## config.mk

```make
export PLATFORM = sky130hd
export DESIGN_NAME = epi_ctrl
export DESIGN_NICKNAME = d
export VERILOG_FILES = /design/src/epi_pkg.sv /design/src/epi_sync.sv /design/src/epi_ctrl.sv
export VERILOG_INCLUDE_DIRS = /design/src
export SDC_FILE = /design/constraint.sdc
export NUM_CORES = 1
export LEC_CHECK = 0
export ABC_AREA = 1
export BUFFER_PORTS_ARGS = -buffer_cell sky130_fd_sc_hd__buf_2
export CAP_MARGIN = 20
export CORE_ASPECT_RATIO = 1.5
export CORE_MARGIN = 2
export CORE_UTILIZATION = 55
export DETAILED_ROUTE_END_ITERATION = 6
export PLACE_DENSITY = 0.83
export SYNTH_ARGS = -nofsm -noshare
export SYNTH_HDL_FRONTEND = slang
export SYNTH_SLANG_ARGS = --single-unit
export TNS_END_PERCENT = 30
```

## constraint.sdc

```tcl
create_clock -name clk_i -period 3.4 [get_ports clk_i]
set_input_delay 0.85 -clock clk_i [delete_from_list [all_inputs] [get_ports clk_i]]
set_output_delay 0.85 -clock clk_i [all_outputs]
set_load 0.01 [all_outputs]
```

## src/epi_defines.svh

```systemverilog
// Purpose: Constants for the external pin interrupt controller.
// Assumes: Word addresses are 5 bits wide.
// Notes: Included by the package, the controller module and the testbench.
`ifndef EPI_DEFINES_SVH
`define EPI_DEFINES_SVH
`define EPI_VEC_RESET 5'h00
`define EPI_VEC_EXT 5'h01
`define EPI_VEC_GRP0 5'h02
`define EPI_VEC_OTHER_FIRST 5'h05
`define EPI_VEC_OTHER_LAST 5'h11
`define EPI_OTHER_COUNT 13
`define EPI_GRP0_LO 0
`define EPI_GRP0_HI 7
`define EPI_GRP1_LO 8
`define EPI_GRP1_HI 11
`define EPI_GRP2_LO 12
`define EPI_GRP2_HI 17
`define EPI_SENSE_LOW 2'h0
`define EPI_SENSE_ANY 2'h1
`define EPI_SENSE_FALL 2'h2
`define EPI_SENSE_RISE 2'h3
`define EPI_SENSE_RESET 2'h0
`endif

```

## src/epi_pkg.sv

```systemverilog
// Purpose: Types shared by the interrupt controller modules.
// Assumes: Nothing beyond the defines header.
// Notes: Holds types only.
`include "epi_defines.svh"
package epi_pkg;
    typedef enum logic [1:0] {
        EPI_ST_RUN = 2'b00,
        EPI_ST_ACK = 2'b01
    } epi_state_t;
    typedef struct packed {
        logic [7:0] mask0;
        logic [3:0] mask1;
        logic [5:0] mask2;
    } epi_masks_t;
    typedef struct packed {
        logic valid;
        logic [4:0] addr;
    } epi_vec_t;
endpackage : epi_pkg

```

## src/epi_sync.sv

```systemverilog
// Purpose: Two flip-flop synchroniser for a bus of pin levels.
// Assumes: Inputs are asynchronous to clk_i.
// Notes: The first stage feeds only the second stage.
`timescale 1ns/100ps
module epi_sync #(
    parameter int WIDTH = 19
) (
    input wire logic clk_i,
    input wire logic rst_i,
    input wire logic [WIDTH-1:0] d_i,
    output logic [WIDTH-1:0] q_o
);
    logic [WIDTH-1:0] s1_reg;
    logic [WIDTH-1:0] q_reg;
    initial begin
        if (WIDTH < 1) begin
            $error("epi_sync: WIDTH must be positive.");
        end
    end
    always_ff @(posedge clk_i) begin
        if (rst_i) begin
            s1_reg <= '1;
            q_reg <= '1;
        end else begin
            s1_reg <= d_i;
            q_reg <= s1_reg;
        end
    end
    assign q_o = q_reg;
endmodule : epi_sync

```

## src/epi_ctrl.sv

```systemverilog
// Purpose: External pin and pin-change interrupt detection with vector dispatch.
// Assumes: One clock; io_clk_run_i marks when the I/O clock would run.
// Notes: Pins idle high; asynchronous wake is a combinational level output.
// Behaviour
// - After any reset the vector address output is word 0x0000.
// - External pin goes to 0x0001, pin-change groups to 0x0002..0x0004.
// - Other sources take words 0x0005 to 0x0011 in table order.
// - Detection ignores pin direction; pin levels are observed as they are.
// - Group 0 requests on any enabled toggle among inputs 7:0.
// - Group 1 requests on any enabled toggle among inputs 11:8.
// - Group 2 requests on any enabled toggle among inputs 17:12.
// - Only inputs whose mask bit is set contribute to their group.
// - Pin-change wake is raised without the I/O clock running.
// - External pin senses any change, falling edge, rising edge or low level.
// - Level mode requests continuously while the pin stays low.
// - Edge detection happens only while the I/O clock runs.
// - Low level wakes without the I/O clock.
// - Wake-up low level must last through start-up or no request follows.
// - Level gone before wake completes means no handler entry.
// - Sense codes: 0 low, 1 any change, 2 falling, 3 rising.
// - Pulses longer than one clock period are detected while the I/O clock runs.
// - Group flags set on trigger, clear on service or software write one.
// - External flag reads cleared while level mode is selected.
`timescale 1ns/100ps
`include "epi_defines.svh"
module epi_ctrl
    import epi_pkg::*;
#(
    parameter int OTHER_COUNT = `EPI_OTHER_COUNT
) (
    input wire logic clk_i,
    input wire logic rst_i,
    input wire logic ext_irq_pin_i,
    input wire logic [17:0] pin_change_inputs_i,
    input wire logic [1:0] sense_select_i,
    input wire logic ext_irq_en_i,
    input wire logic [2:0] pin_group_en_i,
    input wire epi_masks_t masks_i,
    input wire logic io_clk_run_i,
    input wire logic started_i,
    input wire logic [3:0] flag_clear_i,
    input wire logic [OTHER_COUNT-1:0] other_req_i,
    input wire logic global_en_i,
    input wire logic ack_i,
    output logic [3:0] flags_o,
    output logic [2:0] group_req_o,
    output epi_vec_t vec_o,
    output logic wake_o
);
    logic [18:0] pins_s;
    logic [18:0] prev_reg, prev_next;
    logic [3:0] flag_reg, flag_next;
    logic [2:0] greq_reg, greq_next;
    epi_vec_t vec_reg, vec_next;
    epi_state_t st_reg, st_next;
    logic [17:0] mask_all;
    logic [17:0] changed;
    logic [2:0] grp_hit;
    logic ext_sync, ext_prev, ext_edge, level_mode, level_req;
    logic [OTHER_COUNT+3:0] pend;
    initial begin
        if (OTHER_COUNT != `EPI_OTHER_COUNT) begin
            $error("epi_ctrl: OTHER_COUNT must match the vector table.");
        end
    end
    // pins are sampled as levels regardless of who drives them.
    epi_sync #(.WIDTH(19)) u_sync (
        .clk_i(clk_i),
        .rst_i(rst_i),
        .d_i({ext_irq_pin_i, pin_change_inputs_i}),
        .q_o(pins_s)
    );
    function automatic logic [4:0] pick_vec(input logic [OTHER_COUNT+3:0] p);
        logic [4:0] v;
        v = `EPI_VEC_RESET;
        for (int i = OTHER_COUNT + 3; i >= 0; i--) begin
            if (p[i]) begin
                v = 5'(i + 1);
            end
        end
        return v;
    endfunction : pick_vec
    assign ext_sync = pins_s[18];
    assign ext_prev = prev_reg[18];
    assign mask_all = {masks_i.mask2, masks_i.mask1, masks_i.mask0};
    assign changed = (pins_s[17:0] ^ prev_reg[17:0]) & mask_all;
    assign grp_hit[0] = |changed[`EPI_GRP0_HI:`EPI_GRP0_LO];
    assign grp_hit[1] = |changed[`EPI_GRP1_HI:`EPI_GRP1_LO];
    assign grp_hit[2] = |changed[`EPI_GRP2_HI:`EPI_GRP2_LO];
    assign level_mode = (sense_select_i == `EPI_SENSE_LOW);
    // synchronised edge compare catches any pulse over one period while io_clk_run_i is high.
    always_comb begin
        ext_edge = 1'b0;
        if (io_clk_run_i) begin
            case (sense_select_i)
                `EPI_SENSE_ANY: ext_edge = ext_sync ^ ext_prev;
                `EPI_SENSE_FALL: ext_edge = ext_prev & ~ext_sync;
                `EPI_SENSE_RISE: ext_edge = ~ext_prev & ext_sync;
                default: ext_edge = 1'b0;
            endcase
        end
    end
    // Level request only after start-up, so a level that vanished early is dropped.
    assign level_req = level_mode & ext_irq_en_i & ~ext_sync & started_i;
    always_comb begin
        prev_next = pins_s;
        flag_next = flag_reg;
        // Set wins over clear in the same cycle.
        if (flag_clear_i[0]) flag_next[0] = 1'b0;
        if (ext_edge) flag_next[0] = 1'b1;
        if (level_mode) flag_next[0] = 1'b0;
        for (int g = 0; g < 3; g++) begin
            if (flag_clear_i[g+1]) flag_next[g+1] = 1'b0;
            if (grp_hit[g]) flag_next[g+1] = 1'b1;
        end
        greq_next = grp_hit;
    end
    always_ff @(posedge clk_i) begin
        if (rst_i) begin
            prev_reg <= '1;
            flag_reg <= 4'h0;
            greq_reg <= 3'h0;
        end else begin
            prev_reg <= prev_next;
            flag_reg <= flag_next;
            greq_reg <= greq_next;
        end
    end
    // mismatch of raw pins against last sampled level is clock-free.
    logic [17:0] raw_change;
    assign raw_change = (pin_change_inputs_i ^ prev_reg[17:0]) & mask_all;
    always_comb begin
        // Wake stays combinational because a halted clock must not be able to block it.
        wake_o = (|raw_change)
            | (level_mode & ext_irq_en_i & ~ext_irq_pin_i);
    end
    always_comb begin
        pend = {other_req_i,
                flag_reg[3] & pin_group_en_i[2],
                flag_reg[2] & pin_group_en_i[1],
                flag_reg[1] & pin_group_en_i[0],
                (flag_reg[0] & ext_irq_en_i) | level_req};
        vec_next = vec_reg;
        st_next = st_reg;
        case (st_reg)
            EPI_ST_RUN: begin
                vec_next.valid = global_en_i & (|pend);
                vec_next.addr = pick_vec(pend);
                if (ack_i & vec_reg.valid) begin
                    st_next = EPI_ST_ACK;
                    vec_next.valid = 1'b0;
                end
            end
            EPI_ST_ACK: begin
                vec_next.valid = 1'b0;
                st_next = EPI_ST_RUN;
            end
            default: st_next = EPI_ST_RUN;
        endcase
    end
    // Service clears arrive from the core on flag_clear_i; there is no internal auto-clear.
    always_ff @(posedge clk_i) begin
        if (rst_i) begin
            vec_reg <= '{valid: 1'b0, addr: `EPI_VEC_RESET};
            st_reg <= EPI_ST_RUN;
        end else begin
            vec_reg <= vec_next;
            st_reg <= st_next;
        end
    end
    assign flags_o = flag_reg;
    assign group_req_o = greq_reg;
    assign vec_o = vec_reg;
    property p_level_clears_flag;
        @(posedge clk_i) disable iff (rst_i)
        level_mode |=> !flag_reg[0];
    endproperty
    a_level_clears_flag: assert property (p_level_clears_flag)
        else $error("External flag set in level mode.");
    // Checked through reset itself, so no disable clause here.
    property p_reset_vec;
        @(posedge clk_i)
        rst_i |=> vec_reg.addr == `EPI_VEC_RESET && !vec_reg.valid && flag_reg == 4'h0;
    endproperty
    a_reset_vec: assert property (p_reset_vec)
        else $error("Reset state not applied.");
    property p_group_set0;
        @(posedge clk_i) disable iff (rst_i)
        grp_hit[0] |=> flag_reg[1];
    endproperty
    a_group_set0: assert property (p_group_set0)
        else $error("Group 0 flag not set.");
    property p_group_set1;
        @(posedge clk_i) disable iff (rst_i)
        grp_hit[1] |=> flag_reg[2];
    endproperty
    a_group_set1: assert property (p_group_set1)
        else $error("Group 1 flag not set.");
    property p_group_set2;
        @(posedge clk_i) disable iff (rst_i)
        grp_hit[2] |=> flag_reg[3];
    endproperty
    a_group_set2: assert property (p_group_set2)
        else $error("Group 2 flag not set.");
    property p_group_clear;
        @(posedge clk_i) disable iff (rst_i)
        flag_clear_i[1] && !grp_hit[0] |=> !flag_reg[1];
    endproperty
    a_group_clear: assert property (p_group_clear)
        else $error("Group 0 flag not cleared by write one.");
    property p_no_edge_halted;
        @(posedge clk_i) disable iff (rst_i)
        !io_clk_run_i && !level_mode && !flag_reg[0] && !flag_clear_i[0] |=> !flag_reg[0];
    endproperty
    a_no_edge_halted: assert property (p_no_edge_halted)
        else $error("Edge seen with halted clock.");
    property p_fall;
        @(posedge clk_i) disable iff (rst_i)
        io_clk_run_i && sense_select_i == `EPI_SENSE_FALL && $fell(ext_sync) |=> flag_reg[0];
    endproperty
    a_fall: assert property (p_fall)
        else $error("Falling edge missed.");
    property p_prio;
        @(posedge clk_i) disable iff (rst_i)
        st_reg == EPI_ST_RUN && global_en_i && pend[0] && !(ack_i && vec_reg.valid)
        |=> vec_reg.addr == `EPI_VEC_EXT;
    endproperty
    a_prio: assert property (p_prio)
        else $error("Priority wrong.");
    property p_level;
        @(posedge clk_i) disable iff (rst_i)
        level_req && global_en_i && st_reg == EPI_ST_RUN && !(ack_i && vec_reg.valid)
        |=> vec_reg.valid;
    endproperty
    a_level: assert property (p_level)
        else $error("Level request not held.");
endmodule : epi_ctrl

```

**Word-level counts from Yosys, hierarchy flattened**

Cells that the tools add are included.

- Eq/ne operators: 3
- Multiplexer cells: 29
- Bitwise operators: 23
- Reductions and logical operators: 14

Operator list:

| operator | number |
|---|---|
| 5-bit 2-to-1 mux | 17 |
| 18-bit AND | 2 |
| 18-bit XOR | 2 |
| 18-bit OR reduction | 1 |
| 17-bit OR reduction | 1 |
| 1-bit AND | 12 |
| 1-bit 2-to-1 mux | 10 |
| 2-bit nonzero test | 5 |
| 8-bit OR reduction | 1 |
| 6-bit OR reduction | 1 |
| 2-bit == test (second input constant) | 2 |
| 2-bit zero test | 2 |
| 1-bit NOT | 4 |
| 2-bit OR reduction | 2 |
| 4-bit OR reduction | 1 |
| 1-bit one-hot mux with 3 select lines | 1 |
| 2-bit by 1-bit == test with 1-bit output (second input constant) | 1 |
| 1-bit OR | 2 |
| 1-bit one-hot mux with 2 select lines | 1 |
| 1-bit XOR | 1 |

- Bits in registers: 71
- Bits of input ports: 66
- Output and inout port bits: 14

**Logic depth before layout (Yosys ltp)**

- Depth in word-level cells: 17
- Gate-level depth with buffers: 17
- Gate-level depth less buffers: 17

**Hierarchy**

A second synthesis with hierarchy kept.

- Cell total of the unflattened synthesis: 367
- Area total of the unflattened synthesis: 2876.5 µm²

By module, submodules not included:

| module | instances | cells each | area an instance (µm²) | seq. area each (µm²) |
|---|---|---|---|---|
| epi_ctrl | 1 | 248 | 1783.0 | 660.6 |
| epi_sync | 1 | 119 | 1093.5 | 760.7 |

**Worst setup path before layout**

No wires, ideal clock.

- Path type: input -> output
- From: in ext_irq_en_i
- To: out wake_o
- Data arrival time: 1545 ps
- Required time: 2550 ps
- Setup slack: 1005 ps
- Stages on the path: 5
- Buffers on the path: 0
- Path through: nor3b_1 -> nand2_1 -> nand4_1 -> a2111oi_0 -> nand3_1

- Cells in the longest elaborated chain, start to end: 3

RTL lines:

| what | line | text |
|---|---|---|
| start, declared | epi_ctrl.sv:36 | `input wire logic ext_irq_en_i,` |
| 1-bit AND (2 in series) | epi_ctrl.sv:135 | `\| (level_mode & ext_irq_en_i & ~ext_irq_pin_i);` |
| 1-bit OR | epi_ctrl.sv:135 |  |
| end, declared | epi_ctrl.sv:48 | `output logic wake_o` |

Every way passes these cells.

**Worst setup path after layout**

Same ends and word-level chain as after synthesis.

==> summary.md <==
| Metric | Value |
|---|---|
| Post-CTS setup buffers | 0 |
| Drt pass-1 iters | 4 |
| WL/cell | 11.5 um |
| Layout area overhead | 24.7% |
| Critical path's slowest cell | a2111oi_0 |
| Max VDD drop | 361 uV |
| Critical path, cell by cell | buf_2 > nor3b_1 > nand2_1 > nand4_1 > a2111oi_0 > nand3_1 > buf_2 |
| Final cell count without fillers | 533 |
| Worst EP required | 2550 ps |
| Total negative slack | 0 ps |
| Routing usage on met2 | 40.3% |
| Crit-path leading delay family | simple AND/OR/NAND/NOR gates |
| Synth cell types | 30 |
| Post-synthesis cell area | 0.00287 mm2 |
| Antenna Violating Nets Remaining | 0 |
| Met3 Use GR | 7.05% |
| Mapped Avg Cell Area | 7.62 um2 |
| Number of vias per cell | 4.91 |
| CTS tree | built |
| Mapped Nets | 444 |
| Initial drt markers | 143 |
| Critical path class | input port to output pin |
| Final worst setup slack | 575 ps |
| Gr ovfl total | 0 |
| Placed Cells | 517 |
| P_sw | 0.000434 W |
| Number of I/O port buffers | 79 |
| CTS Buf Count | 9 |
| Deepest clock path buffer count | 2 |
| Reg power frac | 47.1% |
| M1 GR Usage | 24.8% |
| Worst path arrival time | 1970 ps |
| # diodes | 0 |
| Mapped Cells | 376 |
| Sw frac | 22.9% |
| Max frequency | 0.354 GHz |
| Final critical-path required period | 2820 ps |
| Final hold violations | 0 |
| DRT Wirelength | 6130 um |
| Pwr/cell area | 531 mW/mm2 |
| Outcome | completed |
| Pin count of the biggest net entering global routing | 48 |
| Share of layout cells above drive strength 1 | 22.8% |
| Maxcap violations | 0 |
| Clock Tree Root | clkbuf_8 |
| Fin. max-slew vios | 0 |
| Tcrit/Tclk final | 83.1% |
| Half-perimeter wire length after placement | 4470 um |
| Clk slew on worst S/H paths | 70 ps |
| # DRC | 0 |
| Slew margin rel. | 67.2% |
| Crit path buffers/inverters | 2 |
| Die outline width | 62.9 um |
| Yosys warning total | 0 |
| CP max stage delay | 380 ps |
| RSZ-0062 raised after global routing | false |
| Static Leak | 1.88 nW |
| Crit path max fanout | 2 |
| RD Place Congestion | 0.870 |
| Setup WS pre-CTS | 496 ps |
| Antenna violations before repair | 0 |
| Seq cells post-synth | 71 |
| Area of the die | 0.00582 mm2 |
| CP Capture Type | output pin |
| Clock share of power | 42.9% |
| Post-CTS sizing | 0 |
| Io pins | 80 |
| Insertion delay to the later sink of the worst-skew pair | 350 ps |
| Final Skew | 8.53 ps |
| Cell Int Power | 0.00146 W |
| Top cell by count, worst path | buf_2 |
| Total global-route track usage | 23.0% |
| Busiest grt layer | met2 |
| CTS H-tree lvls | 3 |
| Vias in the first global route | 2,493 |
| Register area share after synthesis | 49.6% |
| Die Ht | 92.4 um |
| Clock sink count | 71 |
| Setup violators final | 0 |
| Global-route wire length before repair | 10,400 um |
| Comb pwr share | 10.1% |
| Post-CTS Hold Fix Bufs | 0 |
| Via count | 2,619 |
| Initial core utilization | 56.4% |
| Worst-Margin Slew | 487 ps |
| Min-delay worst type | flop to flop |
| CP Launch Type | input port |
| Cell row count | 32 |
| Final #Nets | 528 |
| Core ar. | 0.00508 mm2 |
metrics by stage:
step           power [W]  hold WS, ps  util (%)  instance area [um2]
2_1_floorplan    0.00102          383         -                 2870
3_3_place_gp     0.00110          385      65.5                 3330
3_5_place_dp     0.00110          389      65.5                 3330
4_1_cts          0.00191          411      70.3                 3570
5_1_grt          0.00198          420      70.3                 3570
6_report         0.00190          407      70.3                 3570
placed cells by master (no fill, tap or decap), drive strengths merged:
master and count:
nor4 3, buf 80, o2111ai 2, nand3 14, clkinvlp 1, nor3b 1, nand2 110, dfxtp 71
o21a 2, o21ai 11, nor2 22, a311oi 2, a31oi 2, a22oi 1, or2 37, clkinv 2
ha 2, a21oi 12, inv 55, o22ai 5, nor3 5, xor2 5, bufinv 3, nand4 2
a32o 3, clkbuf 10, a2111oi 1, nand3b 1
per-layer routing:
metal / up-vias / part of all wire (%) / wire (um)
met2: 81 / 50 / 3040
met1: 1187 / 41 / 2530
met4: 0 / 2.5 / 156
li1: 1338 / - / -
met5: - / 0 / 0
met3: 13 / 6.7 / 409
cell families (layout without fill, tap and decap cells):
kind of cell	Yosys count	after routing	synth area share, %
AO/OA/AOI/OAI	41	41	9.08
buffers and inverters	62	151	8.12
XOR/XNOR	5	5	1.53
adder cells (fa/ha/maj)	2	2	0.873
flip-flops	71	71	49.6
AND/OR/NAND/NOR	195	195	30.8
cell type report:
type | count | area (um2)
fill | 416 | 1510
sequential | 71 | 1420
multi-input combinational | 243 | 1210
timing repair buffer | 80 | 403
inverter | 55 | 206
clock buffer | 10 | 138
clock inverter | 6 | 108
tap | 68 | 85.1
power by group through the flow:
stage	clock network (W)	logic (W)	registers, W
floorplan	0	0.000101	0.000914
detailed placement	0	0.000191	0.000911
global placement	0	0.000186	0.000910
finish	0.000813	0.000191	0.000893
global route	0.000867	0.000218	0.000897
CTS	0.000824	0.000193	0.000892
cells in the mapped netlist:
cell | n | share of area, %
a2111oi_0 | 1 | 0.31
a21oi_1 | 12 | 2.1
a22oi_2 | 1 | 0.44
a311oi_1 | 2 | 0.61
a31oi_1 | 2 | 0.44
a32o_1 | 3 | 1.0
buf_1 | 1 | 0.13
clkbuf_1 | 6 | 0.79
dfxtp_1 | 71 | 50
ha_1 | 2 | 0.87
inv_1 | 49 | 6.4
inv_2 | 6 | 0.79
nand2_1 | 109 | 14
nand2_2 | 1 | 0.22
nand3_1 | 14 | 2.4
nand3b_1 | 1 | 0.26
nand4_1 | 2 | 0.44
nor2_1 | 21 | 2.8
nor2_4 | 1 | 0.39
nor3_1 | 4 | 0.70
nor3_2 | 1 | 0.35
nor3b_1 | 1 | 0.26
nor4_1 | 3 | 0.65
o2111ai_1 | 2 | 0.61
o21a_1 | 2 | 0.52
o21ai_0 | 6 | 1.0
o21ai_1 | 5 | 0.87
o22ai_1 | 5 | 1.1
or2_1 | 37 | 8.1
xor2_1 | 5 | 1.5
path summary, 6_finish.rpt:
kind | startpoint | endpoint | slack (ps) | cells after the start
min | u_sync.s1_reg[7]$_SDFF_PP1_ | u_sync.q_o[7]$_SDFF_PP1_ | 410 | 1
max reg2reg | prev_reg[4]$_SDFF_PP1_ | flags_o[1]$_SDFFE_PP0P_ | 1980 | 4
max | ext_irq_en_i | wake_o | 580 | 7
min reg2reg | u_sync.s1_reg[7]$_SDFF_PP1_ | u_sync.q_o[7]$_SDFF_PP1_ | 410 | 1
Power figures use the tool's default switching activity.
